File: config.mk
export PLATFORM = sky130hd
export DESIGN_NAME = register_command_and_port_ctrl
export DESIGN_NICKNAME = d
export VERILOG_FILES = /design/src/regcmd_pkg.sv /design/src/register_command_and_port_ctrl.sv
export SDC_FILE = /design/constraint.sdc
export NUM_CORES = 2
export LEC_CHECK = 0
export ABC_CLOCK_PERIOD_IN_PS = 5500
export BUFFER_PORTS_ARGS = -buffer_cell sky130_fd_sc_hd__buf_2
export CAP_MARGIN = 20
export CORE_AREA = 4 4 722 724
export DETAILED_ROUTE_END_ITERATION = 8
export DIE_AREA = 0 0 726 728
export PLACE_DENSITY = 0.33
export SYNTH_ARGS = -nofsm -noshare
export SYNTH_HDL_FRONTEND = slang
export SYNTH_SLANG_ARGS = --single-unit
export TNS_END_PERCENT = 5
File: constraint.sdc
create_clock -name clk -period 5.5 [get_ports clk]
set_input_delay 1.1 -clock clk [delete_from_list [all_inputs] [get_ports clk]]
set_output_delay 1.1 -clock clk [all_outputs]
set_load 0.02 [all_outputs]
File: src/regcmd_pkg.sv
/*
 Package for the register command interpreter: command codes, port offsets,
 register slot indices, timing counts and the carrier structs.
 Assumes a single 250 MHz clock domain and an 8-bit host data path.
*/
// Behaviour
// - Eleven motion registers: read D0h-DAh, write 90h-9Ah; pre copies C0h-CAh, 80h-8Ah.
// - Correction speed register reads with DBh, writes with 9Bh, no pre copy.
// - Environment, counters, event setting: read DCh-E6h, ECh; write 9Ch-A6h, ACh.
// - Comparator one to four data: read E7h-EAh, write A7h-AAh, no pre copy.
// - Comparator five writes ABh; its pre copy reads CBh, writes 8Bh.
// - Speed monitor register is read only with code F5h.
// - Writing the output port command updates the eight port pin levels.
// - A pin is driven only while its direction setting selects output.
// - On word writes to the output port only the low byte acts.
// - Commanded pin levels stay latched while a pin is set to input.
// - A bit control command sets or clears one pin level alone.
// - Wait request is asserted low while a port command is processed.
// - Register reads copy into the I/O buffer, writes copy the buffer out.
// - Pre data moves to working registers when stopped, else stays held.
package regcmd_pkg;
	// ----------------------------------------------------------------
	// Host port offsets
	// ----------------------------------------------------------------
	localparam logic [2:0] ADDR_COMMAND     = 3'h0;
	localparam logic [2:0] ADDR_OUTPUT_PORT = 3'h2;
	localparam logic [2:0] ADDR_BUF_BASE    = 3'h4;
	// ----------------------------------------------------------------
	// Command codes
	// ----------------------------------------------------------------
	localparam logic [7:0] CMD_WR_PRE_BASE  = 8'h80;
	localparam logic [7:0] CMD_WR_PRE_LAST  = 8'h8A;
	localparam logic [7:0] CMD_WR_PCP5      = 8'h8B;
	localparam logic [7:0] CMD_WR_PRE_CI    = 8'h8C;
	localparam logic [7:0] CMD_WR_BASE      = 8'h90;
	localparam logic [7:0] CMD_WR_LAST      = 8'hAC;
	localparam logic [7:0] CMD_WR_ERR_STS   = 8'hB2;
	localparam logic [7:0] CMD_WR_EVT_STS   = 8'hB3;
	localparam logic [7:0] CMD_WR_CI        = 8'hBC;
	localparam logic [7:0] CMD_RD_PRE_BASE  = 8'hC0;
	localparam logic [7:0] CMD_RD_PRE_LAST  = 8'hCA;
	localparam logic [7:0] CMD_RD_PCP5      = 8'hCB;
	localparam logic [7:0] CMD_RD_PRE_CI    = 8'hCC;
	localparam logic [7:0] CMD_RD_BASE      = 8'hD0;
	localparam logic [7:0] CMD_RD_LAST      = 8'hEC;
	localparam logic [7:0] CMD_RD_CMP5      = 8'hEB;
	localparam logic [7:0] CMD_RD_LTC_BASE  = 8'hED;
	localparam logic [7:0] CMD_RD_LTC_LAST  = 8'hF0;
	localparam logic [7:0] CMD_RD_EXT_STS   = 8'hF1;
	localparam logic [7:0] CMD_RD_ERR_STS   = 8'hF2;
	localparam logic [7:0] CMD_RD_EVT_STS   = 8'hF3;
	localparam logic [7:0] CMD_RD_RESIDUAL  = 8'hF4;
	localparam logic [7:0] CMD_RD_SPEED     = 8'hF5;
	localparam logic [7:0] CMD_RD_RAMPDOWN  = 8'hF6;
	localparam logic [7:0] CMD_RD_CI        = 8'hFC;
	localparam logic [7:0] CMD_RD_CIC       = 8'hFD;
	localparam logic [7:0] CMD_RD_IPS       = 8'hFF;
	// Bit control: 10h-17h clear pin n, 18h-1Fh set pin n
	localparam logic [7:0] CMD_BIT_RST_BASE = 8'h10;
	localparam logic [7:0] CMD_BIT_SET_BASE = 8'h18;
	localparam logic [7:0] CMD_BIT_LAST     = 8'h1F;
	// ----------------------------------------------------------------
	// Register slots
	// ----------------------------------------------------------------
	localparam int NUM_WORK      = 29;
	localparam int NUM_PRE       = 11;
	localparam int SLOT_CMP5     = 27;
	localparam int SLOT_ERR_STS  = 29;
	localparam int SLOT_EVT_STS  = 30;
	localparam int SLOT_CI       = 31;
	localparam int NUM_RW        = 32;
	localparam logic [31:0] WORD_RESET = 32'h0000_0000;
	localparam logic [7:0]  PORT_RESET = 8'h00;
	// ----------------------------------------------------------------
	// Timing
	// ----------------------------------------------------------------
	localparam int CLK_PERIOD_NS  = 4;
	localparam int PORT_WAIT_CLKS = 4;
	localparam int READ_WAIT_CLKS = 4;
	localparam logic [2:0] BUSY_CNT = 3'(PORT_WAIT_CLKS - 1);
	// ----------------------------------------------------------------
	// Carriers
	// ----------------------------------------------------------------
	typedef struct packed {
		logic       wr;
		logic [2:0] addr;
		logic [7:0] data;
		logic [7:0] data_hi;
	} host_write_t;
	typedef struct packed {
		logic [31:0] latch1;
		logic [31:0] latch2;
		logic [31:0] latch3;
		logic [31:0] latch4;
		logic [31:0] ext_sts;
		logic [31:0] residual;
		logic [31:0] speed;
		logic [31:0] rampdown;
		logic [31:0] cic;
		logic [31:0] ips;
	} ro_regs_t;
endpackage

File: src/register_command_and_port_ctrl.sv
/*
 Register command interpreter and general-purpose output port for one axis.
 Assumes host writes are single-cycle strobes synchronous to clk and that the
 host keeps the documented spacing or honours wait_request_n.
*/
`timescale 1ns/1ps
module register_command_and_port_ctrl
(
	input  wire logic                    clk,
	input  wire logic                    arst_n,
	input  wire regcmd_pkg::host_write_t host_wr,
	input  wire logic [1:0]              buf_rd_sel,
	output logic [7:0]                   buf_rd_data,
	input  wire regcmd_pkg::ro_regs_t    ro_regs,
	input  wire logic                    axis_running,
	input  wire logic [7:0]              pin_dir_out,
	input  wire logic [7:0]              general_purpose_pins_in,
	output logic [7:0]                   general_purpose_pins_out,
	output logic [7:0]                   general_purpose_pins_oe,
	output logic                         wait_request_n,
	output logic [31:0]                  work_regs [regcmd_pkg::NUM_RW],
	output logic [31:0]                  pre_regs [regcmd_pkg::NUM_PRE+2],
	output logic [7:0]                   pre_pending
);
	// ----------------------------------------------------------------
	// Decode
	// ----------------------------------------------------------------
	logic        cmd_wr;
	logic        port_wr;
	logic [7:0]  cmd;
	logic [31:0] io_buf_ff;
	logic [7:0]  port_ff;
	logic [2:0]  busy_ff;
	logic [12:0] pend_ff;
	logic [31:0] rd_word;
	logic        rd_hit;

	assign cmd     = host_wr.data;
	assign cmd_wr  = host_wr.wr && (host_wr.addr == regcmd_pkg::ADDR_COMMAND);
	assign port_wr = host_wr.wr && (host_wr.addr == regcmd_pkg::ADDR_OUTPUT_PORT);

	// Read source selection
	always_comb
	begin
		rd_word = regcmd_pkg::WORD_RESET;
		rd_hit  = 1'b1;
		if (cmd >= regcmd_pkg::CMD_RD_BASE && cmd <= regcmd_pkg::CMD_RD_LAST)
		begin
			if (cmd == regcmd_pkg::CMD_RD_CMP5)
				rd_word = work_regs[regcmd_pkg::SLOT_CMP5];
			else if (cmd == regcmd_pkg::CMD_RD_LAST)
				rd_word = work_regs[regcmd_pkg::NUM_WORK - 1];
			else
				rd_word = work_regs[5'(cmd - regcmd_pkg::CMD_RD_BASE)];
		end
		else if (cmd >= regcmd_pkg::CMD_RD_PRE_BASE && cmd <= regcmd_pkg::CMD_RD_PRE_LAST)
			rd_word = pre_regs[4'(cmd - regcmd_pkg::CMD_RD_PRE_BASE)];
		else if (cmd == regcmd_pkg::CMD_RD_PCP5)
			rd_word = pre_regs[regcmd_pkg::NUM_PRE];
		else if (cmd == regcmd_pkg::CMD_RD_PRE_CI)
			rd_word = pre_regs[regcmd_pkg::NUM_PRE + 1];
		else
		begin
			case (cmd)
				regcmd_pkg::CMD_RD_LTC_BASE:       rd_word = ro_regs.latch1;
				regcmd_pkg::CMD_RD_LTC_BASE + 8'h01: rd_word = ro_regs.latch2;
				regcmd_pkg::CMD_RD_LTC_BASE + 8'h02: rd_word = ro_regs.latch3;
				regcmd_pkg::CMD_RD_LTC_LAST:       rd_word = ro_regs.latch4;
				regcmd_pkg::CMD_RD_EXT_STS:        rd_word = ro_regs.ext_sts;
				regcmd_pkg::CMD_RD_ERR_STS:        rd_word = work_regs[regcmd_pkg::SLOT_ERR_STS];
				regcmd_pkg::CMD_RD_EVT_STS:        rd_word = work_regs[regcmd_pkg::SLOT_EVT_STS];
				regcmd_pkg::CMD_RD_RESIDUAL:       rd_word = ro_regs.residual;
				regcmd_pkg::CMD_RD_SPEED:          rd_word = ro_regs.speed;
				regcmd_pkg::CMD_RD_RAMPDOWN:       rd_word = ro_regs.rampdown;
				regcmd_pkg::CMD_RD_CI:             rd_word = work_regs[regcmd_pkg::SLOT_CI];
				regcmd_pkg::CMD_RD_CIC:            rd_word = ro_regs.cic;
				regcmd_pkg::CMD_RD_IPS:            rd_word = ro_regs.ips;
				default:                           rd_hit  = 1'b0;
			endcase
		end
	end

	// ----------------------------------------------------------------
	// I/O buffer
	// ----------------------------------------------------------------
	always_ff @(posedge clk or negedge arst_n)
	begin
		if (!arst_n)
			io_buf_ff <= regcmd_pkg::WORD_RESET;
		else if (cmd_wr && rd_hit)
			io_buf_ff <= rd_word;
		else if (host_wr.wr && host_wr.addr[2])
		begin
			case (host_wr.addr[1:0])
				2'h0:    io_buf_ff[7:0]   <= host_wr.data;
				2'h1:    io_buf_ff[15:8]  <= host_wr.data;
				2'h2:    io_buf_ff[23:16] <= host_wr.data;
				default: io_buf_ff[31:24] <= host_wr.data;
			endcase
		end
	end

	always_ff @(posedge clk or negedge arst_n)
	begin
		if (!arst_n)
			buf_rd_data <= 8'h00;
		else
			buf_rd_data <= io_buf_ff[8*buf_rd_sel +: 8];
	end

	// ----------------------------------------------------------------
	// Working and pre registers
	// ----------------------------------------------------------------
	genvar gi;
	generate
		for (gi = 0; gi < regcmd_pkg::NUM_RW; gi++)
		begin : g_work
			logic wr_hit;
			logic pre_move;
			always_comb
			begin
				wr_hit   = 1'b0;
				pre_move = 1'b0;
				if (gi < regcmd_pkg::NUM_WORK)
					wr_hit = cmd_wr && (cmd == regcmd_pkg::CMD_WR_BASE + 8'(gi));
				else if (gi == regcmd_pkg::SLOT_ERR_STS)
					wr_hit = cmd_wr && (cmd == regcmd_pkg::CMD_WR_ERR_STS);
				else if (gi == regcmd_pkg::SLOT_EVT_STS)
					wr_hit = cmd_wr && (cmd == regcmd_pkg::CMD_WR_EVT_STS);
				else
					wr_hit = cmd_wr && (cmd == regcmd_pkg::CMD_WR_CI);
				if (gi < regcmd_pkg::NUM_PRE)
					pre_move = pend_ff[gi] && !axis_running;
				else if (gi == regcmd_pkg::SLOT_CMP5)
					pre_move = pend_ff[regcmd_pkg::NUM_PRE] && !axis_running;
				else if (gi == regcmd_pkg::SLOT_CI)
					pre_move = pend_ff[regcmd_pkg::NUM_PRE + 1] && !axis_running;
			end
			always_ff @(posedge clk or negedge arst_n)
			begin
				if (!arst_n)
					work_regs[gi] <= regcmd_pkg::WORD_RESET;
				else if (wr_hit)
					work_regs[gi] <= io_buf_ff;
				else if (pre_move)
				begin
					if (gi == regcmd_pkg::SLOT_CMP5)
						work_regs[gi] <= pre_regs[regcmd_pkg::NUM_PRE];
					else if (gi == regcmd_pkg::SLOT_CI)
						work_regs[gi] <= pre_regs[regcmd_pkg::NUM_PRE + 1];
					else
						work_regs[gi] <= pre_regs[gi % regcmd_pkg::NUM_PRE];
				end
			end
		end
		for (gi = 0; gi < regcmd_pkg::NUM_PRE + 2; gi++)
		begin : g_pre
			logic [7:0] code;
			assign code = (gi < regcmd_pkg::NUM_PRE) ? regcmd_pkg::CMD_WR_PRE_BASE + 8'(gi)
				: (gi == regcmd_pkg::NUM_PRE) ? regcmd_pkg::CMD_WR_PCP5
				: regcmd_pkg::CMD_WR_PRE_CI;
			always_ff @(posedge clk or negedge arst_n)
			begin
				if (!arst_n)
				begin
					pre_regs[gi] <= regcmd_pkg::WORD_RESET;
					pend_ff[gi]  <= 1'b0;
				end
				else if (cmd_wr && cmd == code)
				begin
					pre_regs[gi] <= io_buf_ff;
					pend_ff[gi]  <= 1'b1;
				end
				else if (!axis_running)
					pend_ff[gi] <= 1'b0;
			end
		end
	endgenerate

	assign pre_pending = pend_ff[7:0];

	// ----------------------------------------------------------------
	// General-purpose output port
	// ----------------------------------------------------------------
	always_ff @(posedge clk or negedge arst_n)
	begin
		if (!arst_n)
			port_ff <= regcmd_pkg::PORT_RESET;
		else if (port_wr)
			port_ff <= host_wr.data;
		else if (cmd_wr && cmd >= regcmd_pkg::CMD_BIT_RST_BASE
			&& cmd <= regcmd_pkg::CMD_BIT_LAST)
			port_ff[cmd[2:0]] <= cmd[3];
	end

	always_ff @(posedge clk or negedge arst_n)
	begin
		if (!arst_n)
			general_purpose_pins_out <= regcmd_pkg::PORT_RESET;
		else
			general_purpose_pins_out <= port_ff;
	end

	assign general_purpose_pins_oe = pin_dir_out;

	// ----------------------------------------------------------------
	// Wait request
	// ----------------------------------------------------------------
	always_ff @(posedge clk or negedge arst_n)
	begin
		if (!arst_n)
			busy_ff <= 3'h0;
		else if (port_wr)
			busy_ff <= regcmd_pkg::BUSY_CNT;
		else if (busy_ff != 3'h0)
			busy_ff <= busy_ff - 3'h1;
	end

	assign wait_request_n = !(port_wr || busy_ff != 3'h0);

endmodule // register_command_and_port_ctrl

After elaboration in Yosys (flattened, before gate mapping)

Index checks and enable logic that the tools add are counted.

Bits in registers: 1,512
Bits of input ports: 361
Output and inout bits: 1,473
Word-level logic and storage cells: 330

Add/sub/neg operators: 3
$lt $le $gt $ge: 10
Eq/ne operators: 79
Shift-type cells: 1
Muxes and demuxes: 71
Bitwise gates (word level): 2
Reductions and logical operators: 98

Operators with widths:

| operator                                                           | count |
|---|---|
| 2-to-1 mux 32 bit                                                  | 38 |
| == test 8 bit (second input constant)                              | 62 |
| one-hot mux 32 bit (13 select lines)                               | 1 |
| binary-select mux 32 bit (select 5 bit)                            | 1 |
| binary-select mux 32 bit (select 4 bit)                            | 1 |
| logical AND 1 bit                                                  | 67 |
| 2-to-1 mux 8 bit                                                   | 6 |
| nonzero test 2 bit                                                 | 19 |
| variable part select 32 x 6 -> 8 bit                               | 1 |
| != test 2 x 1 -> 1 bit (second input constant)                     | 14 |
| 2-to-1 mux 1 bit                                                   | 20 |
| greater-or-equal comparator 8 bit (second input constant)          | 2 |
| <= comparator 8 bit (second input constant)                        | 2 |
| OR reduction 13 bit                                                | 1 |
| bitwise mux 8 bit                                                  | 1 |
| greater-or-equal comparator 8 x 5 -> 1 bit (second input constant) | 1 |
| <= comparator 8 x 5 -> 1 bit (second input constant)               | 1 |
| AND reduction 2 bit                                                | 4 |
| greater-or-equal comparator 6 bit (second input constant)          | 1 |
| 2-to-1 mux 3 bit                                                   | 2 |
| NOT 5 -> 6 bit                                                     | 1 |
| greater-or-equal comparator 5 bit (second input constant)          | 1 |
| NOT 4 -> 5 bit                                                     | 1 |
| subtractor 5 bit (second input constant)                           | 1 |
| other kinds (14)                                                   | 15 |

Depth between registers and ports, before layout

Depth after elaboration: 10
Gate-level depth with buffers: 12
Depth with buffers taken out: 7

Worst setup path before layout

No wires, ideal clock.

Kind: in2reg
Start: input host_wr[16] (netlist bit)
End: register work_regs[565] (netlist bit)
Setup time: 0.125 ns
Arrival: 3.187 ns
Data required time: 5.375 ns
Path slack: 2.188 ns
Cell stages on the path: 9
Buffers on the path: 3
Cell sequence: or4b_4 -> nor2_1 -> nand2_1 -> or2_1 -> buf_2 -> buf_6 -> nor3_4 -> buf_6 -> mux2_2

Longest elaborated chain between the ends: 3

RTL lines:

| what                           | line                                  | source |
|---|---|---|
| start: declaration             | register_command_and_port_ctrl.sv:11  | `input wire regcmd_pkg::host_write_t host_wr,` |
| zero test 3 bit                | register_command_and_port_ctrl.sv:39  | `assign cmd_wr = host_wr.wr && (host_wr.addr == regcmd_pkg::ADDR_COMMAND);` |
| logical AND 1 bit              | register_command_and_port_ctrl.sv:39  |  |
| logical AND 1 bit              | register_command_and_port_ctrl.sv:125 | `wr_hit = cmd_wr && (cmd == regcmd_pkg::CMD_WR_BASE + 8'(gi));` |
| end signal: indexed assignment | register_command_and_port_ctrl.sv:142 | `work_regs[gi] <= regcmd_pkg::WORD_RESET;` |
| end signal: indexed assignment | register_command_and_port_ctrl.sv:144 | `work_regs[gi] <= io_buf_ff;` |
| end signal: indexed assignment | register_command_and_port_ctrl.sv:148 | `work_regs[gi] <= pre_regs[regcmd_pkg::NUM_PRE];` |
| end: declaration               | register_command_and_port_ctrl.sv:21  | `output logic [31:0] work_regs [regcmd_pkg::NUM_RW],` |

Every way passes these cells.
A chain may end at the register's enable or synchronous reset.

Worst setup path after layout

Start: input host_wr[13] (netlist bit)
End: register io_buf_ff[1]

Longest elaborated chain between the ends: 10
Elaborated cells between the ends (all ways): 41
Classes of those cells: 4 x order compare; 17 x eq/ne; 13 x mux; 7 x reduce/logical

RTL lines:

| what                                 | line                                 | source |
|---|---|---|
| == test 8 bit                        | register_command_and_port_ctrl.sv:64 | `case (cmd)` |
| OR reduction 13 bit (no source line) | --                                   |  |
| 2-to-1 mux 1 bit                     | register_command_and_port_ctrl.sv:64 |  |
| 2-to-1 mux 1 bit                     | register_command_and_port_ctrl.sv:60 | `else if (cmd == regcmd_pkg::CMD_RD_PRE_CI)` |
| 2-to-1 mux 1 bit                     | register_command_and_port_ctrl.sv:58 | `else if (cmd == regcmd_pkg::CMD_RD_PCP5)` |
| 2-to-1 mux 1 bit                     | register_command_and_port_ctrl.sv:56 | `else if (cmd >= regcmd_pkg::CMD_RD_PRE_BASE && cmd <= regcmd_pkg::CMD_RD_PRE_LAST)` |
| 2-to-1 mux 1 bit                     | register_command_and_port_ctrl.sv:47 | `if (cmd >= regcmd_pkg::CMD_RD_BASE && cmd <= regcmd_pkg::CMD_RD_LAST)` |
| logical AND 1 bit                    | register_command_and_port_ctrl.sv:90 | `else if (cmd_wr && rd_hit)` |
| nonzero test 2 bit (no source line)  | --                                   |  |
| AND reduction 2 bit (no source line) | --                                   |  |
| end signal: assignment               | register_command_and_port_ctrl.sv:89 | `io_buf_ff <= regcmd_pkg::WORD_RESET;` |
| end signal: assignment               | register_command_and_port_ctrl.sv:91 | `io_buf_ff <= rd_word;` |
| end signal: assignment               | register_command_and_port_ctrl.sv:95 | `2'h0: io_buf_ff[7:0] <= host_wr.data;` |
| end: declaration                     | register_command_and_port_ctrl.sv:31 | `logic [31:0] io_buf_ff;` |

Parallel ways exist; a longest one is shown, timed or not.

==> qor.json <==
{
  "status": {"value": "completed"},
  "timing.critical_path.fanout_max": {"value": 24},
  "die-width": {"value": 726, "unit": "um"},
  "cts.repair_timing.setup_buffer_count": {"value": 0},
  "fin_crit_sh": {"value": 0.740},
  "globalplace.congestion": {"value": 0.905},
  "drive_above_1_share": {"value": 0.508},
  "grt_antenna_before_repair": {"value": 95},
  "postSynthNetCount": {"value": 6334},
  "final-hold-violation-count": {"value": 0},
  "drt-initial-drc-count": {"value": 6300},
  "max_clock_freq": {"value": 246, "unit": "MHz"},
  "synth-edff-count": {"value": 0},
  "track_usage": {"value": 0.239},
  "reg2reg_to": {"value": "io_buf_ff[11]$_DFFE_PN0P_"},
  "row_count": {"value": 264},
  "synthesis.area_per_instance": {"value": 12.6, "unit": "um2"},
  "setup_repair_after_global_routing_missed_its_margin": {"value": "false"},
  "setup_viol": {"value": 0},
  "rrSetupSlack": {"value": 2730, "unit": "ps"},
  "area.growth.synth_to_final": {"value": 35.1, "unit": "%"},
  "timing.final.crit_period": {"value": 4070, "unit": "ps"},
  "mappedNetlistArea": {"value": 75400, "unit": "um2"},
  "grt_pass1_vias": {"value": 65500},
  "placement.io_buffers": {"value": 1801},
  "setup_total_negative_slack": {"value": 0, "unit": "ps"},
  "power_per_cell_area": {"value": 293, "unit": "nW/um2"},
  "finish.net_count": {"value": 8097},
  "post_synth_num_cell_types": {"value": 73},
  "postRouteAntennaNets": {"value": 0},
  "ctsResizeCount": {"value": 0},
  "cts_inserted_buffers": {"value": 211},
  "drt_pre_antenna_iters": {"value": 6},
  "clockBufferDepth": {"value": 4},
  "worst_setup_slack_after_placement": {"value": 618, "unit": "ps"},
  "synthesis.instances": {"value": 5971},
  "drv_slew": {"value": 0},
  "ys_seq_area_frac": {"value": 0.502},
  "skew": {"value": 93.8, "unit": "ps"},
  "floorplan.die.height": {"value": 728, "unit": "um"},
  "synth-seq-cells": {"value": 1512},
  "worst_r2r_startpoint": {"value": "work_regs[139]$_DFFE_PN0P_"},
  "clk-insertion-delay-late": {"value": 960, "unit": "ps"},
  "timing_worst_slew_pin_value": {"value": 1200, "unit": "ps"},
  "viasPerCell": {"value": 4.46},
  "grt_pass1_wl": {"value": 818000, "unit": "um"},
  "clock_root_buffer": {"value": "sky130_fd_sc_hd__clkbuf_16"},
  "detailed_place_hpwl": {"value": 515000, "unit": "um"},
  "worst-r2r-cell-count": {"value": 5},
  "die_footprint": {"value": 529000, "unit": "um2"},
  "holdBufCountCts": {"value": 0},
  "ios": {"value": 1834},
  "initial_core_util": {"value": 0.146},
  "ctsHtreeMaxLevel": {"value": 4},
  "worst_ir_drop_vdd": {"value": 0.230, "unit": "mV"},
  "tritoncts": {"value": "done"},
  "totalWireLength": {"value": 657000, "unit": "um"},
  "synth-warning-count": {"value": 0},
  "crit_arrival": {"value": 4840, "unit": "ps"},
  "cts_sinks": {"value": 1512},
  "drv_cap": {"value": 0},
  "maximum_number_of_pins_on_one_net_before_global_route_repair": {"value": 130},
  "floorplan.core_area": {"value": 515000, "unit": "um2"},
  "critPathLaunchType": {"value": "input pin"},
  "power.leakage": {"value": 52.2, "unit": "nW"},
  "relSlewSlack": {"value": 0.198},
  "global_route.overflow_total": {"value": 0},
  "ys_dominant_reg_cell": {"value": "sky130_fd_sc_hd__dfrtp_1"},
  "routed_wire_length_per_instance": {"value": 44.5, "unit": "um"},
  "route.vias.total": {"value": 65800},
  "clkSlewWorstSetupHoldPaths": {"value": 60, "unit": "ps"},
  "synthArstFlopShare": {"value": 1.00},
  "cp.required": {"value": 6270, "unit": "ps"},
  "hold_slack": {"value": 188, "unit": "ps"},
  "cp-end-kind": {"value": "register"},
  "final_worst_path_setup_slack": {"value": 1430, "unit": "ps"},
  "hold_path.class": {"value": "in -> async"},
  "drt_drc_violations_left": {"value": 0},
  "timing.setup.critical_path_class": {"value": "in -> reg"}
}
## flip-flops by register name (all words and copies together) (netlist names)
register,count
pre_regs,416
work_regs,1024
buf_rd_data,8
io_buf_ff,32
pend_ff,5
general_purpose_pins_out,8
pre_pending,8
port_ff,8
busy_ff,3
## stage by stage
stage | power (W) | std cells | area [um2] | util
after floorplan | 0.0131 | 5971 | 75400 | -
after global placement | 0.0156 | 14300 | 94500 | 0.183
after detailed placement | 0.0156 | 14300 | 94500 | 0.183
after CTS | 0.0304 | 14700 | 102000 | 0.197
after global routing | 0.0308 | 14700 | 102000 | 0.198
final | 0.0299 | 14800 | 102000 | 0.198
## cells in the final DEF, fill, tap and decap left out, types with 12 or more instances in the layout
cell,synthesis,routed
sky130_fd_sc_hd__o21ai_1,1,12
sky130_fd_sc_hd__o221ai_1,36,35
sky130_fd_sc_hd__buf_2,107,1796
sky130_fd_sc_hd__a31oi_1,19,19
sky130_fd_sc_hd__mux2i_1,589,589
sky130_fd_sc_hd__diode_2,0,65
sky130_fd_sc_hd__dfrtp_1,1512,1480
sky130_fd_sc_hd__nand2_1,473,452
sky130_fd_sc_hd__buf_4,70,325
sky130_fd_sc_hd__clkbuf_16,0,214
sky130_fd_sc_hd__a22oi_1,206,206
sky130_fd_sc_hd__nand2b_4,0,13
sky130_fd_sc_hd__a211oi_1,23,20
sky130_fd_sc_hd__clkinv_2,0,38
sky130_fd_sc_hd__buf_12,0,54
sky130_fd_sc_hd__nor2_4,0,24
sky130_fd_sc_hd__mux4_2,303,303
sky130_fd_sc_hd__a22o_1,30,30
sky130_fd_sc_hd__bufinv_16,0,16
sky130_fd_sc_hd__clkbuf_8,0,48
sky130_fd_sc_hd__a21oi_1,181,174
sky130_fd_sc_hd__dfrtp_2,0,25
sky130_fd_sc_hd__o21ai_0,427,410
sky130_fd_sc_hd__nand3_1,53,47
sky130_fd_sc_hd__clkbuf_1,377,43
sky130_fd_sc_hd__nand4_1,16,16
sky130_fd_sc_hd__a222oi_1,13,13
sky130_fd_sc_hd__o22ai_1,33,33
sky130_fd_sc_hd__a221oi_1,42,41
sky130_fd_sc_hd__mux2_2,1022,1022
sky130_fd_sc_hd__o211ai_1,13,13
sky130_fd_sc_hd__nor2_1,146,130
sky130_fd_sc_hd__nand2_4,0,13
## power by group
| group | internal, W | switching, W | total, W |
|---|---|---|---|
| Sequential | 0.0113 | 0.000606 | 0.0119 |
| Clock | 0.00852 | 0.00602 | 0.0145 |
| Combinational | 0.000755 | 0.00263 | 0.00339 |
## routing by layer
metal / wire [um] / track usage / vias to the layer above
met5: 21 / 0 / -
met4: 32400 / 0.0972 / 4
met3: 57800 / 0.0782 / 639
met2: 315000 / 0.403 / 3356
met1: 252000 / 0.279 / 35800
li1: - / - / 25900
## cells in the mapped netlist, types with 21 or more instances
cell	count	area (um2)
sky130_fd_sc_hd__a211oi_1	23	173
sky130_fd_sc_hd__a21oi_1	181	906
sky130_fd_sc_hd__a221oi_1	42	368
sky130_fd_sc_hd__a22o_1	30	263
sky130_fd_sc_hd__a22oi_1	206	1550
sky130_fd_sc_hd__buf_1	74	278
sky130_fd_sc_hd__buf_2	107	536
sky130_fd_sc_hd__buf_4	70	526
sky130_fd_sc_hd__clkbuf_1	377	1420
sky130_fd_sc_hd__dfrtp_1	1512	37800
sky130_fd_sc_hd__mux2_2	1022	11500
sky130_fd_sc_hd__mux2i_1	589	5900
sky130_fd_sc_hd__mux4_2	303	6820
sky130_fd_sc_hd__nand2_1	473	1780
sky130_fd_sc_hd__nand2b_1	21	131
sky130_fd_sc_hd__nand3_1	53	265
sky130_fd_sc_hd__nor2_1	146	548
sky130_fd_sc_hd__o21ai_0	427	2140
sky130_fd_sc_hd__o221ai_1	36	315
sky130_fd_sc_hd__o22ai_1	33	206
## area by class of cell
class | instances | area [um2]
multi-input combinational | 3823 | 35500
clock inverter | 82 | 1010
inverter | 4 | 22.5
fill | 56100 | 413000
timing repair buffer | 2182 | 12600
clock buffer | 303 | 6150
sequential | 1512 | 37900
tap | 6783 | 8490
antenna | 65 | 163
## worst max-delay path: stages
cell	delay (ps)
sky130_fd_sc_hd__buf_2	580
sky130_fd_sc_hd__nand4_1	710
sky130_fd_sc_hd__buf_4	400
sky130_fd_sc_hd__nor2_4	770
sky130_fd_sc_hd__a22oi_1	210
sky130_fd_sc_hd__nand2_1	130
sky130_fd_sc_hd__nor4bb_1	60
sky130_fd_sc_hd__buf_2	170
sky130_fd_sc_hd__buf_4	140
sky130_fd_sc_hd__o31a_1	260
sky130_fd_sc_hd__a221oi_1	250
## kinds of logic (layout without fill, tap and decap cells)
kind of cell / Yosys count / count (layout) / share of synthesized area
mux: 1922 / 1922 / 0.322
flops: 1512 / 1512 / 0.502
compound gates: 1088 / 1088 / 0.0905
simple gates: 809 / 809 / 0.0477
buf+inv: 636 / 2571 / 0.0373
fa+ha+maj: 2 / 2 / 0.000332
xor+xnor: 2 / 2 / 0.000232
other cells: 0 / 65 / 0
## worst max path at each step
stage                      startpoint                         end
after floorplan           host_wr[16]  work_regs[565]$_DFFE_PN0P_
after global placement     host_wr[8]    io_buf_ff[1]$_DFFE_PN0P_
after detailed placement  host_wr[15]    io_buf_ff[1]$_DFFE_PN0P_
after CTS                 host_wr[15]    io_buf_ff[1]$_DFFE_PN0P_
after global routing      host_wr[13]    io_buf_ff[1]$_DFFE_PN0P_
final                     host_wr[13]    io_buf_ff[1]$_DFFE_PN0P_
Power figures use the tool's default switching activity.
